$ cat config.mk
export PLATFORM = sky130hd
export DESIGN_NAME = input_dimming_channel
export DESIGN_NICKNAME = d
export VERILOG_FILES = /design/src/hdl/dim_pkg.sv /design/src/hdl/input_dimming_channel.sv
export VERILOG_INCLUDE_DIRS = /design/src /design/src/hdl
export SDC_FILE = /design/constraint.sdc
export NUM_CORES = 1
export LEC_CHECK = 0
export ABC_AREA = 1
export BUFFER_PORTS_ARGS = -buffer_cell sky130_fd_sc_hd__buf_2
export CORE_UTILIZATION = 40
export DETAILED_ROUTE_END_ITERATION = 8
export PLACE_DENSITY = 0.62
export SLEW_MARGIN = 10
export SYNTH_ARGS = -nofsm -noshare
export SYNTH_HDL_FRONTEND = slang
export SYNTH_SLANG_ARGS = --single-unit
$ cat constraint.sdc
create_clock -name clk_in -period 4.15 [get_ports clk_in]
set_input_delay 0.2075 -clock clk_in [delete_from_list [all_inputs] [get_ports clk_in]]
set_output_delay 0.2075 -clock clk_in [all_outputs]
set_load 0.005 [all_outputs]
$ cat src/hdl/dim_defs.svh
// Operation
// - With dimming function active, the contact drives on, off, brighter, darker and stop.
// - A contact change is taken only after staying stable for the debounce time.
// - Debounce times of one second or more act as a turn-on delay.
// - A press held at least the long threshold is a long push, except the second press of a double click.
// - Double-click detection only when enabled; otherwise every short press is a single click.
// - Double-click only if the second press begins within the window after the first press is released.
// - One-button: short push toggles on/off, long push alternates brighter and darker.
// - Releasing a long push sends stop unless a restoration or block-set on/off command falls in the same cycle.
// - Rocker halves: up sends on or toggle and dims up; down sends off or toggle, dims down.
// - Increment 100 percent: continuous dimming until release.
// - Stepped increment: long push changes the value by the selected step.
// - On restoration: nothing, switch on or switch off.
// - The restoration action may be delayed by 5, 10 or 15 seconds.
// - Block function works only when enabled; otherwise block values have no effect.
// - Block polarity: default 1 blocks and 0 enables; inverted 0 blocks and 1 enables.
// - Ignore-block option leaves the channel running as if never blocked.
// - Setting the block sends nothing, on or off as configured.
// - Cancelling the block sends nothing, on or off as configured.
`ifndef DIM_DEFS_SVH
`define DIM_DEFS_SVH

// ****************************************
// Register offsets
// ****************************************
`define REG_CFG 8'h00
`define REG_BLOCK 8'h04
`define REG_STATUS 8'h08

// ****************************************
// Configuration fields
// ****************************************
`define F_DEB 0
`define F_LONG 3
`define F_DC_EN 6
`define F_DC_WIN 7
`define F_MODE 10
`define F_INC 13
`define F_REST_ACT 16
`define F_REST_DLY 18
`define F_BLK_EN 20
`define F_BLK_POL 21
`define F_BLK_SET 22
`define F_BLK_CLR 24
`define F_DIM_FN 26
`define CFG_W 27
`define CFG_RESET 27'h4000001

// ****************************************
// Timing
// ****************************************
`define CLK_PERIOD_NS 5
`define TICK_PERIOD_NS 1000000
`define DEB_MS_0 30
`define DEB_MS_1 50
`define DEB_MS_2 80
`define DEB_MS_3 100
`define DEB_MS_4 200
`define DEB_MS_5 1000
`define DEB_MS_6 5000
`define DEB_MS_7 10000
`define SEL_BASE_MS 300
`define SEL_STEP_MS 100
`define RESTORE_STEP_MS 5000

`endif

$ cat src/hdl/dim_pkg.sv
package dim_pkg;

  typedef enum logic [2:0] {
    cmd_none, cmd_on, cmd_off, cmd_up, cmd_down, cmd_stop, cmd_double
  } dim_cmd_e;

  typedef enum logic [2:0] {
    mode_one, mode_up_on, mode_up_toggle, mode_down_off, mode_down_toggle
  } dim_mode_e;

  typedef enum logic [2:0] {
    st_idle, st_press, st_long, st_wait_dc, st_dc_press
  } press_state_e;

  typedef logic [13:0] ms_t;

endpackage

$ cat src/hdl/input_dimming_channel.sv
`timescale 1ns/1ps
`include "dim_defs.svh"

module input_dimming_channel #(
  parameter int TICK_CYCLES = `TICK_PERIOD_NS / `CLK_PERIOD_NS
) (
  input wire logic clk_in,
  input wire logic rst_in,
  input wire logic [7:0] addr_in,
  input wire logic [31:0] wr_data_in,
  input wire logic wr_en_in,
  input wire logic rd_en_in,
  input wire logic contact_in,
  output logic [31:0] rd_data_out,
  output logic cmd_valid_out,
  output dim_pkg::dim_cmd_e cmd_out,
  output logic [2:0] step_out,
  output logic blocked_out,
  output logic level_out
);
  import dim_pkg::*;

  // ****************************************
  // Register file
  // ****************************************
  logic [`CFG_W-1:0] cfg_reg;
  logic blk_obj_reg;
  logic [31:0] rd_data_next;
  logic [31:0] status_word;
  wire sel_cfg = addr_in == `REG_CFG;
  wire sel_blk = addr_in == `REG_BLOCK;
  wire sel_sts = addr_in == `REG_STATUS;

  always_ff @(posedge clk_in) begin
    if (rst_in) begin
      cfg_reg <= `CFG_RESET;
      blk_obj_reg <= 1'b0;
    end else if (wr_en_in) begin
      if (sel_cfg) begin
        cfg_reg <= wr_data_in[`CFG_W-1:0];
      end
      if (sel_blk) begin
        blk_obj_reg <= wr_data_in[0];
      end
    end
  end

  wire [2:0] deb_sel = cfg_reg[`F_DEB +: 3];
  wire [2:0] long_sel = cfg_reg[`F_LONG +: 3];
  wire dc_en = cfg_reg[`F_DC_EN];
  wire [2:0] win_sel = cfg_reg[`F_DC_WIN +: 3];
  wire [2:0] mode_bits = cfg_reg[`F_MODE +: 3];
  wire [2:0] inc_sel = cfg_reg[`F_INC +: 3];
  wire [1:0] rest_act = cfg_reg[`F_REST_ACT +: 2];
  wire [1:0] rest_dly = cfg_reg[`F_REST_DLY +: 2];
  wire blk_en = cfg_reg[`F_BLK_EN];
  wire blk_pol = cfg_reg[`F_BLK_POL];
  wire [1:0] blk_set = cfg_reg[`F_BLK_SET +: 2];
  wire [1:0] blk_clr = cfg_reg[`F_BLK_CLR +: 2];
  wire dim_fn = cfg_reg[`F_DIM_FN];
  wire dim_mode_e mode = dim_mode_e'(mode_bits);

  // ****************************************
  // Millisecond tick
  // ****************************************
  logic [17:0] tick_cnt_reg;
  wire tick = tick_cnt_reg == 18'(TICK_CYCLES - 1);
  wire [17:0] tick_cnt_next = tick ? 18'h0 : tick_cnt_reg + 18'h1;

  always_ff @(posedge clk_in) begin
    if (rst_in) begin
      tick_cnt_reg <= 18'h0;
    end else begin
      tick_cnt_reg <= tick_cnt_next;
    end
  end

  // ****************************************
  // Time selection
  // ****************************************
  function automatic ms_t deb_lut(input logic [2:0] s);
    unique case (s)
      3'h0: deb_lut = 14'(`DEB_MS_0);
      3'h1: deb_lut = 14'(`DEB_MS_1);
      3'h2: deb_lut = 14'(`DEB_MS_2);
      3'h3: deb_lut = 14'(`DEB_MS_3);
      3'h4: deb_lut = 14'(`DEB_MS_4);
      3'h5: deb_lut = 14'(`DEB_MS_5);
      3'h6: deb_lut = 14'(`DEB_MS_6);
      3'h7: deb_lut = 14'(`DEB_MS_7);
    endcase
  endfunction

  function automatic ms_t sel_ms(input logic [2:0] s);
    sel_ms = 14'(`SEL_BASE_MS + `SEL_STEP_MS * int'(s));
  endfunction

  wire ms_t deb_ms = deb_lut(deb_sel);
  wire ms_t long_ms = sel_ms(long_sel);
  wire ms_t win_ms = sel_ms(win_sel);
  wire ms_t rest_ms = 14'(`RESTORE_STEP_MS * int'(rest_dly));

  // ****************************************
  // Debounce
  // ****************************************
  logic cand_reg;
  logic level_reg;
  ms_t deb_t_reg;
  wire deb_done = deb_t_reg >= deb_ms;
  wire moved = contact_in != cand_reg;
  wire ms_t deb_t_next = moved ? 14'h0 :
    (tick && !deb_done) ? deb_t_reg + 14'h1 : deb_t_reg;
  wire level_next = (deb_done && !moved) ? cand_reg : level_reg;
  wire press_ev = level_next && !level_reg;
  wire release_ev = !level_next && level_reg;

  always_ff @(posedge clk_in) begin
    if (rst_in) begin
      cand_reg <= 1'b0;
      level_reg <= 1'b0;
      deb_t_reg <= 14'h0;
    end else begin
      cand_reg <= contact_in;
      deb_t_reg <= deb_t_next;
      level_reg <= level_next;
    end
  end

  // ****************************************
  // Block object
  // ****************************************
  logic blocked_reg;
  wire blk_ignore = blk_set == 2'h0;
  wire blk_value = blk_obj_reg ^ blk_pol;
  wire blocked_next = blk_en && !blk_ignore && blk_value;
  wire blk_set_ev = blocked_next && !blocked_reg;
  wire blk_clr_ev = !blocked_next && blocked_reg;

  always_ff @(posedge clk_in) begin
    if (rst_in) begin
      blocked_reg <= 1'b0;
    end else begin
      blocked_reg <= blocked_next;
    end
  end

  // ****************************************
  // Press classification
  // ****************************************
  press_state_e state_reg;
  press_state_e state_next;
  ms_t p_t_reg;
  logic ev_short;
  logic ev_long;
  logic ev_stop;
  logic ev_dbl;
  wire active = dim_fn && !blocked_reg;
  wire p_due_long = p_t_reg >= long_ms;
  wire p_due_win = p_t_reg >= win_ms;

  always_comb begin
    state_next = state_reg;
    ev_short = 1'b0;
    ev_long = 1'b0;
    ev_stop = 1'b0;
    ev_dbl = 1'b0;
    unique case (state_reg)
      st_idle: begin
        if (press_ev) begin
          state_next = st_press;
        end
      end
      st_press: begin
        if (release_ev) begin
          if (dc_en) begin
            state_next = st_wait_dc;
          end else begin
            ev_short = 1'b1;
            state_next = st_idle;
          end
        end else if (p_due_long) begin
          ev_long = 1'b1;
          state_next = st_long;
        end
      end
      st_long: begin
        if (release_ev) begin
          ev_stop = 1'b1;
          state_next = st_idle;
        end
      end
      st_wait_dc: begin
        if (press_ev && !p_due_win) begin
          ev_dbl = 1'b1;
          state_next = st_dc_press;
        end else if (p_due_win) begin
          ev_short = 1'b1;
          state_next = st_idle;
        end
      end
      st_dc_press: begin
        if (release_ev) begin
          state_next = st_idle;
        end
      end
      default: begin
        state_next = st_idle;
      end
    endcase
    if (!active) begin
      state_next = st_idle;
      ev_short = 1'b0;
      ev_long = 1'b0;
      ev_stop = 1'b0;
      ev_dbl = 1'b0;
    end
  end

  wire ms_t p_t_next = (state_next != state_reg) ? 14'h0 :
    (tick && p_t_reg != 14'h3fff) ? p_t_reg + 14'h1 : p_t_reg;

  always_ff @(posedge clk_in) begin
    if (rst_in) begin
      state_reg <= st_idle;
      p_t_reg <= 14'h0;
    end else begin
      state_reg <= state_next;
      p_t_reg <= p_t_next;
    end
  end

  // ****************************************
  // Restoration
  // ****************************************
  logic rest_pend_reg;
  ms_t rest_t_reg;
  // Fires on a tick, leaving software time to set the action first
  wire rest_fire = rest_pend_reg && tick && rest_t_reg >= rest_ms;
  wire ms_t rest_t_next = (tick && rest_pend_reg && !rest_fire) ? rest_t_reg + 14'h1 : rest_t_reg;

  always_ff @(posedge clk_in) begin
    if (rst_in) begin
      rest_pend_reg <= 1'b1;
      rest_t_reg <= 14'h0;
    end else begin
      rest_pend_reg <= rest_pend_reg && !rest_fire;
      rest_t_reg <= rest_t_next;
    end
  end

  // ****************************************
  // Command selection
  // ****************************************
  logic toggle_state_reg;
  logic dir_up_reg;
  wire dim_cmd_e toggle_cmd = toggle_state_reg ? cmd_off : cmd_on;
  dim_cmd_e short_cmd;
  dim_cmd_e long_cmd;
  dim_cmd_e cmd_next;

  always_comb begin
    unique case (mode)
      mode_up_on: begin
        short_cmd = cmd_on;
        long_cmd = cmd_up;
      end
      mode_up_toggle: begin
        short_cmd = toggle_cmd;
        long_cmd = cmd_up;
      end
      mode_down_off: begin
        short_cmd = cmd_off;
        long_cmd = cmd_down;
      end
      mode_down_toggle: begin
        short_cmd = toggle_cmd;
        long_cmd = cmd_down;
      end
      default: begin
        short_cmd = toggle_cmd;
        long_cmd = dir_up_reg ? cmd_up : cmd_down;
      end
    endcase
  end

  wire dim_cmd_e rest_cmd = (rest_act == 2'h1) ? cmd_on :
    (rest_act == 2'h2) ? cmd_off : cmd_none;
  wire dim_cmd_e set_cmd = (blk_set == 2'h2) ? cmd_on :
    (blk_set == 2'h3) ? cmd_off : cmd_none;
  wire dim_cmd_e clr_cmd = (blk_clr == 2'h1) ? cmd_on :
    (blk_clr == 2'h2) ? cmd_off : cmd_none;
  wire dim_cmd_e btn_cmd = ev_short ? short_cmd :
    ev_long ? long_cmd :
    ev_stop ? cmd_stop :
    ev_dbl ? cmd_double : cmd_none;

  always_comb begin
    cmd_next = btn_cmd;
    if (rest_fire && rest_cmd != cmd_none) begin
      cmd_next = rest_cmd;
    end else if (blk_set_ev && set_cmd != cmd_none) begin
      cmd_next = set_cmd;
    end else if (blk_clr_ev && clr_cmd != cmd_none) begin
      cmd_next = clr_cmd;
    end
  end

  wire toggle_next = (cmd_next == cmd_on) ? 1'b1 :
    (cmd_next == cmd_off) ? 1'b0 : toggle_state_reg;
  wire flip_dir = ev_long && mode == mode_one && cmd_next == long_cmd;
  wire dir_next = flip_dir ? !dir_up_reg : dir_up_reg;
  wire [2:0] step_next = (cmd_next == cmd_up || cmd_next == cmd_down) ?
    inc_sel : step_out;

  always_ff @(posedge clk_in) begin
    if (rst_in) begin
      toggle_state_reg <= 1'b0;
      dir_up_reg <= 1'b1;
      cmd_out <= cmd_none;
      cmd_valid_out <= 1'b0;
      step_out <= 3'h0;
    end else begin
      toggle_state_reg <= toggle_next;
      dir_up_reg <= dir_next;
      cmd_out <= cmd_next;
      cmd_valid_out <= cmd_next != cmd_none;
      step_out <= step_next;
    end
  end

  // ****************************************
  // Status and read data
  // ****************************************
  assign status_word = {26'h0, rest_pend_reg, state_reg == st_long,
    dir_up_reg, blocked_reg, toggle_state_reg, level_reg};
  assign rd_data_next = !rd_en_in ? 32'h0 :
    sel_cfg ? {5'h0, cfg_reg} :
    sel_blk ? {31'h0, blk_obj_reg} :
    sel_sts ? status_word : 32'h0;

  always_ff @(posedge clk_in) begin
    if (rst_in) begin
      rd_data_out <= 32'h0;
      blocked_out <= 1'b0;
      level_out <= 1'b0;
    end else begin
      rd_data_out <= rd_data_next;
      blocked_out <= blocked_reg;
      level_out <= level_reg;
    end
  end

endmodule // input_dimming_channel

==> flow_metrics.py, run 1 <==
metrics = {
    "worst_setup_path": {
        "crit_top_cell": "ha_1",
        "ff2ff_path_depth": 21,
        "critical_path_class": "reg -> reg",
        "crit_family": "simple AND/OR/NAND/NOR gates",
        "cpMaxStageDelayCell": "dfxtp_1",
        "worstPathMaxFanout": 8,
        "rr_endpoint": "p_t_reg[12]",
        "cpPeakStageDelay_ns": 0.40,
        "cp.required_ns": 4.51,
        "worstPathBufferInverterCount": 3,
        "path_cells": "inv_1 -> ha_1 -> inv_1 -> ha_1 -> ha_1 -> a21oi_1 -> xnor2_1 -> ha_1 -> a21oi_1 -> nand2_1 -> a21oi_2 -> nand3_2 -> nor2_2 -> o21ai_1 -> nand2_1 -> o21ai_2 -> nand2_1 -> nand4_2 -> nor3_4 -> buf_4 -> and3_1",
        "worstPathArrival_ns": 4.10,
        "reg2reg_from": "cfg_reg[8]",
        "r2r_slack_ns": 0.42,
        "critPathLaunchType": "flip-flop",
        "cp-end-kind": "flip-flop",
    },
    "power": {
        "p_leak_nw": 3.90,
        "powerDensity_nw_per_um2": 342,
        "seqPwrFrac_pct": 45.3,
        "intPower_mw": 2.37,
        "p_sw_mw": 0.674,
        "ir_drop_v": 0.000269,
        "combPwrFrac_pct": 2.2,
        "switching_share_pct": 22.1,
        "pwr-share-clk_pct": 52.6,
    },
    "worst_hold_path": {
        "worstHoldStart": "wr_data_in[26]",
        "worstHoldPathType": "in -> reg",
        "whs_endpoint": "cfg_reg[26]",
        "whs_path_depth": 3,
    },
    "logic_synthesis": {
        "synth_top_area_share_pct": 37.3,
        "ys_seq_elements": 143,
        "synth_ff_type": "dfxtp_1",
        "yosysTopAreaCell": "dfxtp_1",
        "yosysWarnings": 0,
        "synth_xor_area_share_pct": 2.95,
        "synth_edf_count": 0,
        "synth-adder-area-share_pct": 12.4,
        "yosysSeqAreaShare_pct": 37.3,
        "synth_top_family_by_area": "simple AND/OR/NAND/NOR gates",
        "synth_mux_area_share_pct": 0,
        "synth.distinct_cells": 48,
        "synthTopCellsByArea": "dfxtp_1 (37%), ha_1 (12%), inv_1 (7.3%)",
        "synth_cells": 1008,
        "yosys.cell_count.top_type": "inv_1",
        "syn_avg_cell_area_um2": 7.61,
        "synthArstFlopShare_pct": 0,
        "synth-simple-area-share_pct": 25.6,
        "synth_common_cells": "inv_1 (150), dfxtp_1 (143), nand2_1 (131), nor2_1 (108), ha_1 (76)",
        "synth_compound_area_share_pct": 12.3,
        "synth_area_um2": 7670,
    },
    "routing": {
        "drtAntennaViolNets": 0,
        "vias": 6529,
        "wl_per_cell_um": 12.5,
        "drc": 0,
        "wl_um": 16800,
        "drtIter0Drc": 253,
        "first_pass_iters": 5,
        "avgViaCountPerCell": 4.88,
    },
    "clock_network": {
        "cts_buffers": 17,
        "post_cts_buffers": 0,
        "cts_tree": "yes",
        "ctsHoldBuffers": 0,
        "clockBufferDepth": 2,
        "clock_latency_ns": 0.42,
        "path_clk_slew_ns": 0.06,
        "ctsRootBufferMaster": "clkbuf_16",
        "cts_num_sinks": 143,
        "cts_resized": 0,
        "cts-htree-levels": 4,
    },
    "global_route": {
        "grt_pass1_vias": 5939,
        "gr-total-overflow": 0,
        "grt_max_degree": 49,
        "track_usage_pct": 17.6,
        "grt_first_pass_wirelength_um": 27400,
        "antenna_found_initial": 0,
    },
    "die": {
        "rows": 50,
        "die_area_um2": 19700,
        "die_w_um": 140,
        "die_h_um": 140,
        "core_um2": 18800,
        "pin_count": 86,
        "start_util_pct": 40.9,
    },
    "timing": {
        "min_period_ns": 3.73,
        "worst_slew_pin_slew_ns": 1.06,
        "final-hold-violation-count": 0,
        "finalSetupViolations": 0,
        "setup_ws_ns": 0.418,
        "clock.fmax_mhz": 268,
        "period_share_pct": 89.9,
        "slew_violations": 0,
        "fin_setup_tns_ns": 0,
        "rsz0062_at_grt": "false",
        "fin_skew_ns": 0.00757,
        "maxSlewHeadroom_pct": 29.2,
    },
    "placed_design": {
        "dpl_cell_area_um2": 8290,
        "gp_congestion": 0.850,
        "io_buffers": 75,
        "dp_hpwl_um": 12500,
        "pre_cts_slack_ns": 0.365,
        "dp_cells": 1305,
    },
    "final_layout": {
        "drive_gt1_share_pct": 15.1,
        "fill_cells": 1868,
        "diodes": 0,
        "syn_to_final_growth_pct": 16.2,
        "final_cell_area_um2": 8910,
        "multiInputGateArea_um2": 4110,
        "nets": 1211,
        "seq_area_um2": 2860,
        "final_util_pct": 47.5,
        "fin_cells": 1337,
    },
    "run": {
        "max_cap_violations": 0,
    },
    "run_status": {
        "status": "finished, final reports clean",
    },
}
-- layout make-up --
class                   instances  area share, %
multi-input cells             683           46.1
clock inverters                14           2.01
well taps                     234           3.28
clock buffers                  18           4.93
inverters                     165           6.95
flip-flops and latches        143           32.1
repair buffers                 80           4.63
-- placed cells by master (no fill, tap or decap), types with 4 or more instances in the layout --
cell type  Yosys  routed
xor2_1        15      15
nand3_2        4       4
inv_1        150     150
nor2_1       108     108
o21ai_0       60      60
o21ai_1       10      10
nor3_1        34      34
nand2_1      131     131
inv_2         15      15
nand3_1       47      47
buf_2          0      75
buf_4          6       5
nor4_1        17      17
a31oi_1        4       4
xnor2_1        9       9
nor3_2         5       4
and2_1         8       8
ha_1          76      76
nor2_2         6       6
dfxtp_1      143     143
conb_1         1       5
nand4_1       16      16
inv_6          0       5
clkbuf_16      0      17
a21oi_1       73      73
nand2_2        5       5
nor3b_1        9       9
-- worst min-delay path, cell delays in order --
cell and delay [ns]:
buf_2 0.09, nand2_1 0.05, o211ai_1 0.07
-- power by group through the flow --
stage / Clock, mW / Sequential [mW] / Combinational (mW)
after CTS: 1.63 / 1.38 / 0.0671
after floorplan: 0 / 1.41 / 0.0394
after global placement: 0 / 1.41 / 0.0663
after detailed placement: 0 / 1.41 / 0.0669
after global routing: 1.69 / 1.38 / 0.0751
final: 1.60 / 1.38 / 0.0666
-- logic make-up (layout without fill, tap and decap cells) --
group,count (synthesis),after routing
AND/OR/NAND/NOR,406,406
buffers and inverters,186,277
AO/OA/AOI/OAI,171,171
flip-flops,143,143
adder cells (fa/ha/maj),76,76
XOR/XNOR,25,25
other,1,5
-- metal layers --
layer	part of all wire (%)	GRT usage (%)	wire length, um	up-vias
li1	-	-	-	3468
met1	47	21.4	7880	2949
met2	48	30.3	7990	95
met3	3.4	3.79	575	17
met4	2.0	6.81	337	0
met5	0	0	0	-
-- worst max-delay path by stage --
stage          cells after the start        from          end
3_5_place_dp                      21  cfg_reg[8]  p_t_reg[12]
6_report                          21  cfg_reg[8]  p_t_reg[12]
3_3_place_gp                      23  cfg_reg[8]  p_t_reg[12]
5_1_grt                           21  cfg_reg[8]  p_t_reg[12]
4_1_cts                           21  cfg_reg[8]  p_t_reg[12]
2_1_floorplan                     22  cfg_reg[8]  p_t_reg[12]
-- stage by stage --
step	hold WS (ns)	power, mW
final	0.0258	3.05
after CTS	0.00905	3.08
after global routing	0.0128	3.14
after detailed placement	0.433	1.48
after global placement	0.430	1.48
after floorplan	0.314	1.45
(Power assumes the default switching activity.)
==> run 2, diff against run 1 <==
CTS_CLUSTER_SIZE = 30   (was not set)
MAX_ROUTING_LAYER = met4   (was not set)
RECOVER_POWER = 50   (was not set)
==> flow_metrics.py, run 2 (synthesized netlist as in run 1, its figures left out) <==
metrics = {
    "run_status": {
        "status": "finished, violations left",
        "violations": "max-capacitance violations, max-slew violations",
    },
    "timing": {
        "maxSlewHeadroom_pct": -27.9,
        "finalSetupViolations": 0,
        "worst_slew_pin_slew_ns": 1.92,
        "setup_ws_ns": 0.406,
        "clock.fmax_mhz": 267,
        "final-hold-violation-count": 0,
        "fin_skew_ns": 0.0130,
        "holdWs_ns": 0.0257,
        "period_share_pct": 90.2,
        "fin_setup_tns_ns": 0,
        "rsz0062_at_grt": "false",
        "slew_violations": 49,
        "min_period_ns": 3.74,
    },
    "clock_network": {
        "path_clk_slew_ns": 0.06,
        "cts-htree-levels": 4,
        "post_cts_buffers": 0,
        "cts_tree": "yes",
        "clock_latency_ns": 0.43,
        "cts_num_sinks": 143,
        "ctsRootBufferMaster": "clkbuf_16",
        "clockBufferDepth": 2,
        "cts_buffers": 17,
    },
    "power": {
        "combPwrFrac_pct": 2.1,
        "ir_drop_v": 0.000268,
        "pwr-share-clk_pct": 52.6,
        "p_leak_nw": 3.82,
        "powerDensity_nw_per_um2": 344,
        "p_sw_mw": 0.672,
        "intPower_mw": 2.37,
        "power_mw": 3.04,
        "seqPwrFrac_pct": 45.3,
        "switching_share_pct": 22.1,
    },
    "global_route": {
        "gr-total-overflow": 0,
        "grt_max_degree": 49,
        "grt_first_pass_wirelength_um": 27400,
        "track_usage_pct": 18.1,
        "grt_pass1_vias": 5939,
        "antenna_found_initial": 0,
    },
    "routing": {
        "drc": 0,
        "drtIter0Drc": 275,
        "wl_per_cell_um": 12.5,
        "wl_um": 16700,
        "vias": 6520,
        "first_pass_iters": 5,
        "avgViaCountPerCell": 4.88,
        "drtAntennaViolNets": 0,
    },
    "final_layout": {
        "multiInputGateArea_um2": 4080,
        "mostFrequentLayoutCells": "inv_1 (150), dfxtp_1 (143), nand2_1 (131), nor2_1 (108), ha_1 (76)",
        "fin_cells": 1337,
        "final_util_pct": 47.2,
        "drive_gt1_share_pct": 13.4,
        "syn_to_final_growth_pct": 15.5,
        "fill_cells": 1882,
        "seq_area_um2": 2860,
        "final_cell_area_um2": 8860,
        "diodes": 0,
        "layout_commonest_cell": "inv_1",
        "nets": 1211,
    },
    "placed_design": {
        "io_buffers": 75,
        "dp_hpwl_um": 12500,
        "pre_cts_slack_ns": 0.365,
        "gp_congestion": 0.863,
        "dp_cells": 1305,
        "dpl_cell_area_um2": 8290,
    },
    "worst_setup_path": {
        "crit_family": "simple AND/OR/NAND/NOR gates",
        "critical_path_class": "reg -> reg",
        "cp.required_ns": 4.51,
        "crit_top_cell": "ha_1",
        "worstPathMaxFanout": 8,
        "critPathLaunchType": "flip-flop",
        "cpPeakStageDelay_ns": 0.40,
        "cpMaxStageDelayCell": "dfxtp_1",
        "path_cells": "inv_1 -> ha_1 -> inv_1 -> ha_1 -> ha_1 -> a21oi_1 -> xnor2_1 -> ha_1 -> a21oi_1 -> nand2_1 -> a21oi_2 -> nand3_2 -> nor2_2 -> o21ai_1 -> nand2_1 -> o21ai_2 -> nand2_1 -> nand4_2 -> nor3_4 -> buf_4 -> and3_1",
        "cp-end-kind": "flip-flop",
        "worstPathArrival_ns": 4.11,
        "worstPathBufferInverterCount": 3,
    },
    "die": {
        "pin_count": 86,
        "core_um2": 18800,
        "die_h_um": 140,
        "die_area_um2": 19700,
        "rows": 50,
        "die_w_um": 140,
        "start_util_pct": 40.9,
    },
    "worst_hold_path": {
        "worstHoldPathType": "in -> reg",
    },
    "run": {
        "max_cap_violations": 1,
    },
}
[run 2: cell types whose count changed in the layout (fill, tap and decap cells not counted)]
cell,delta
buf_2,-16
clkbuf_1,+16
buf_1,+1
buf_4,-1
nand3_1,+1
nand3_4,-1
nor4_1,+1
nor4_4,-1
o21ai_0,+1
o21ai_1,-1
[run 2: final cells by class]
class	count	area share, %
timing repair buffer	80	4.39
multi-input combinational	683	46.0
tap	234	3.30
inverter	165	6.99
clock inverter	14	2.02
clock buffer	18	4.96
sequential	143	32.3
[run 2: power groups by stage]
| stage | clock [mW] | sequential [mW] | combinational, mW |
|---|---|---|---|
| floorplan | 0 | 1.41 | 0.0394 |
| global placement | 0 | 1.41 | 0.0663 |
| detailed placement | 0 | 1.41 | 0.0669 |
| CTS | 1.63 | 1.38 | 0.0671 |
| global route | 1.69 | 1.38 | 0.0738 |
| finish | 1.60 | 1.38 | 0.0651 |
[run 2: routing by layer]
layer | vias up | wire, um | global-route usage (%)
met2 | 82 | 8000 | 30.3
met1 | 2951 | 7900 | 21.4
met4 | 0 | 377 | 7.49
met5 | - | 0 | -
li1 | 3467 | - | -
met3 | 20 | 475 | 3.38
[run 2: path summary, 6_finish.rpt]
check                                    start            end  slack (ns)  cells after the start
worst max-delay path                cfg_reg[8]    p_t_reg[12]        0.41                     21
worst min-delay path            wr_data_in[26]    cfg_reg[26]        0.03                      3
worst max register to register      cfg_reg[8]    p_t_reg[12]        0.41                     21
worst min register to register   rest_pend_reg  rest_pend_reg        0.44                      2
[run 2: worst register-to-register path, stage by stage (launching register included)]
cell     delay, ns
dfxtp_1       0.40
inv_1         0.13
ha_1          0.30
inv_1         0.04
ha_1          0.19
ha_1          0.31
a21oi_1       0.17
xnor2_1       0.14
ha_1          0.26
a21oi_1       0.15
nand2_1       0.08
a21oi_2       0.13
nand3_2       0.10
nor2_2        0.13
o21ai_1       0.10
nand2_1       0.11
o21ai_2       0.08
nand2_1       0.10
nand4_2       0.15
nor3_4        0.29
buf_4         0.19
and3_1        0.14
[run 2: what timing repair did]
action,4_1_cts,5_1_grt
resized for setup,0,1
hold buffers,0,0
setup endpoints to repair,0,3
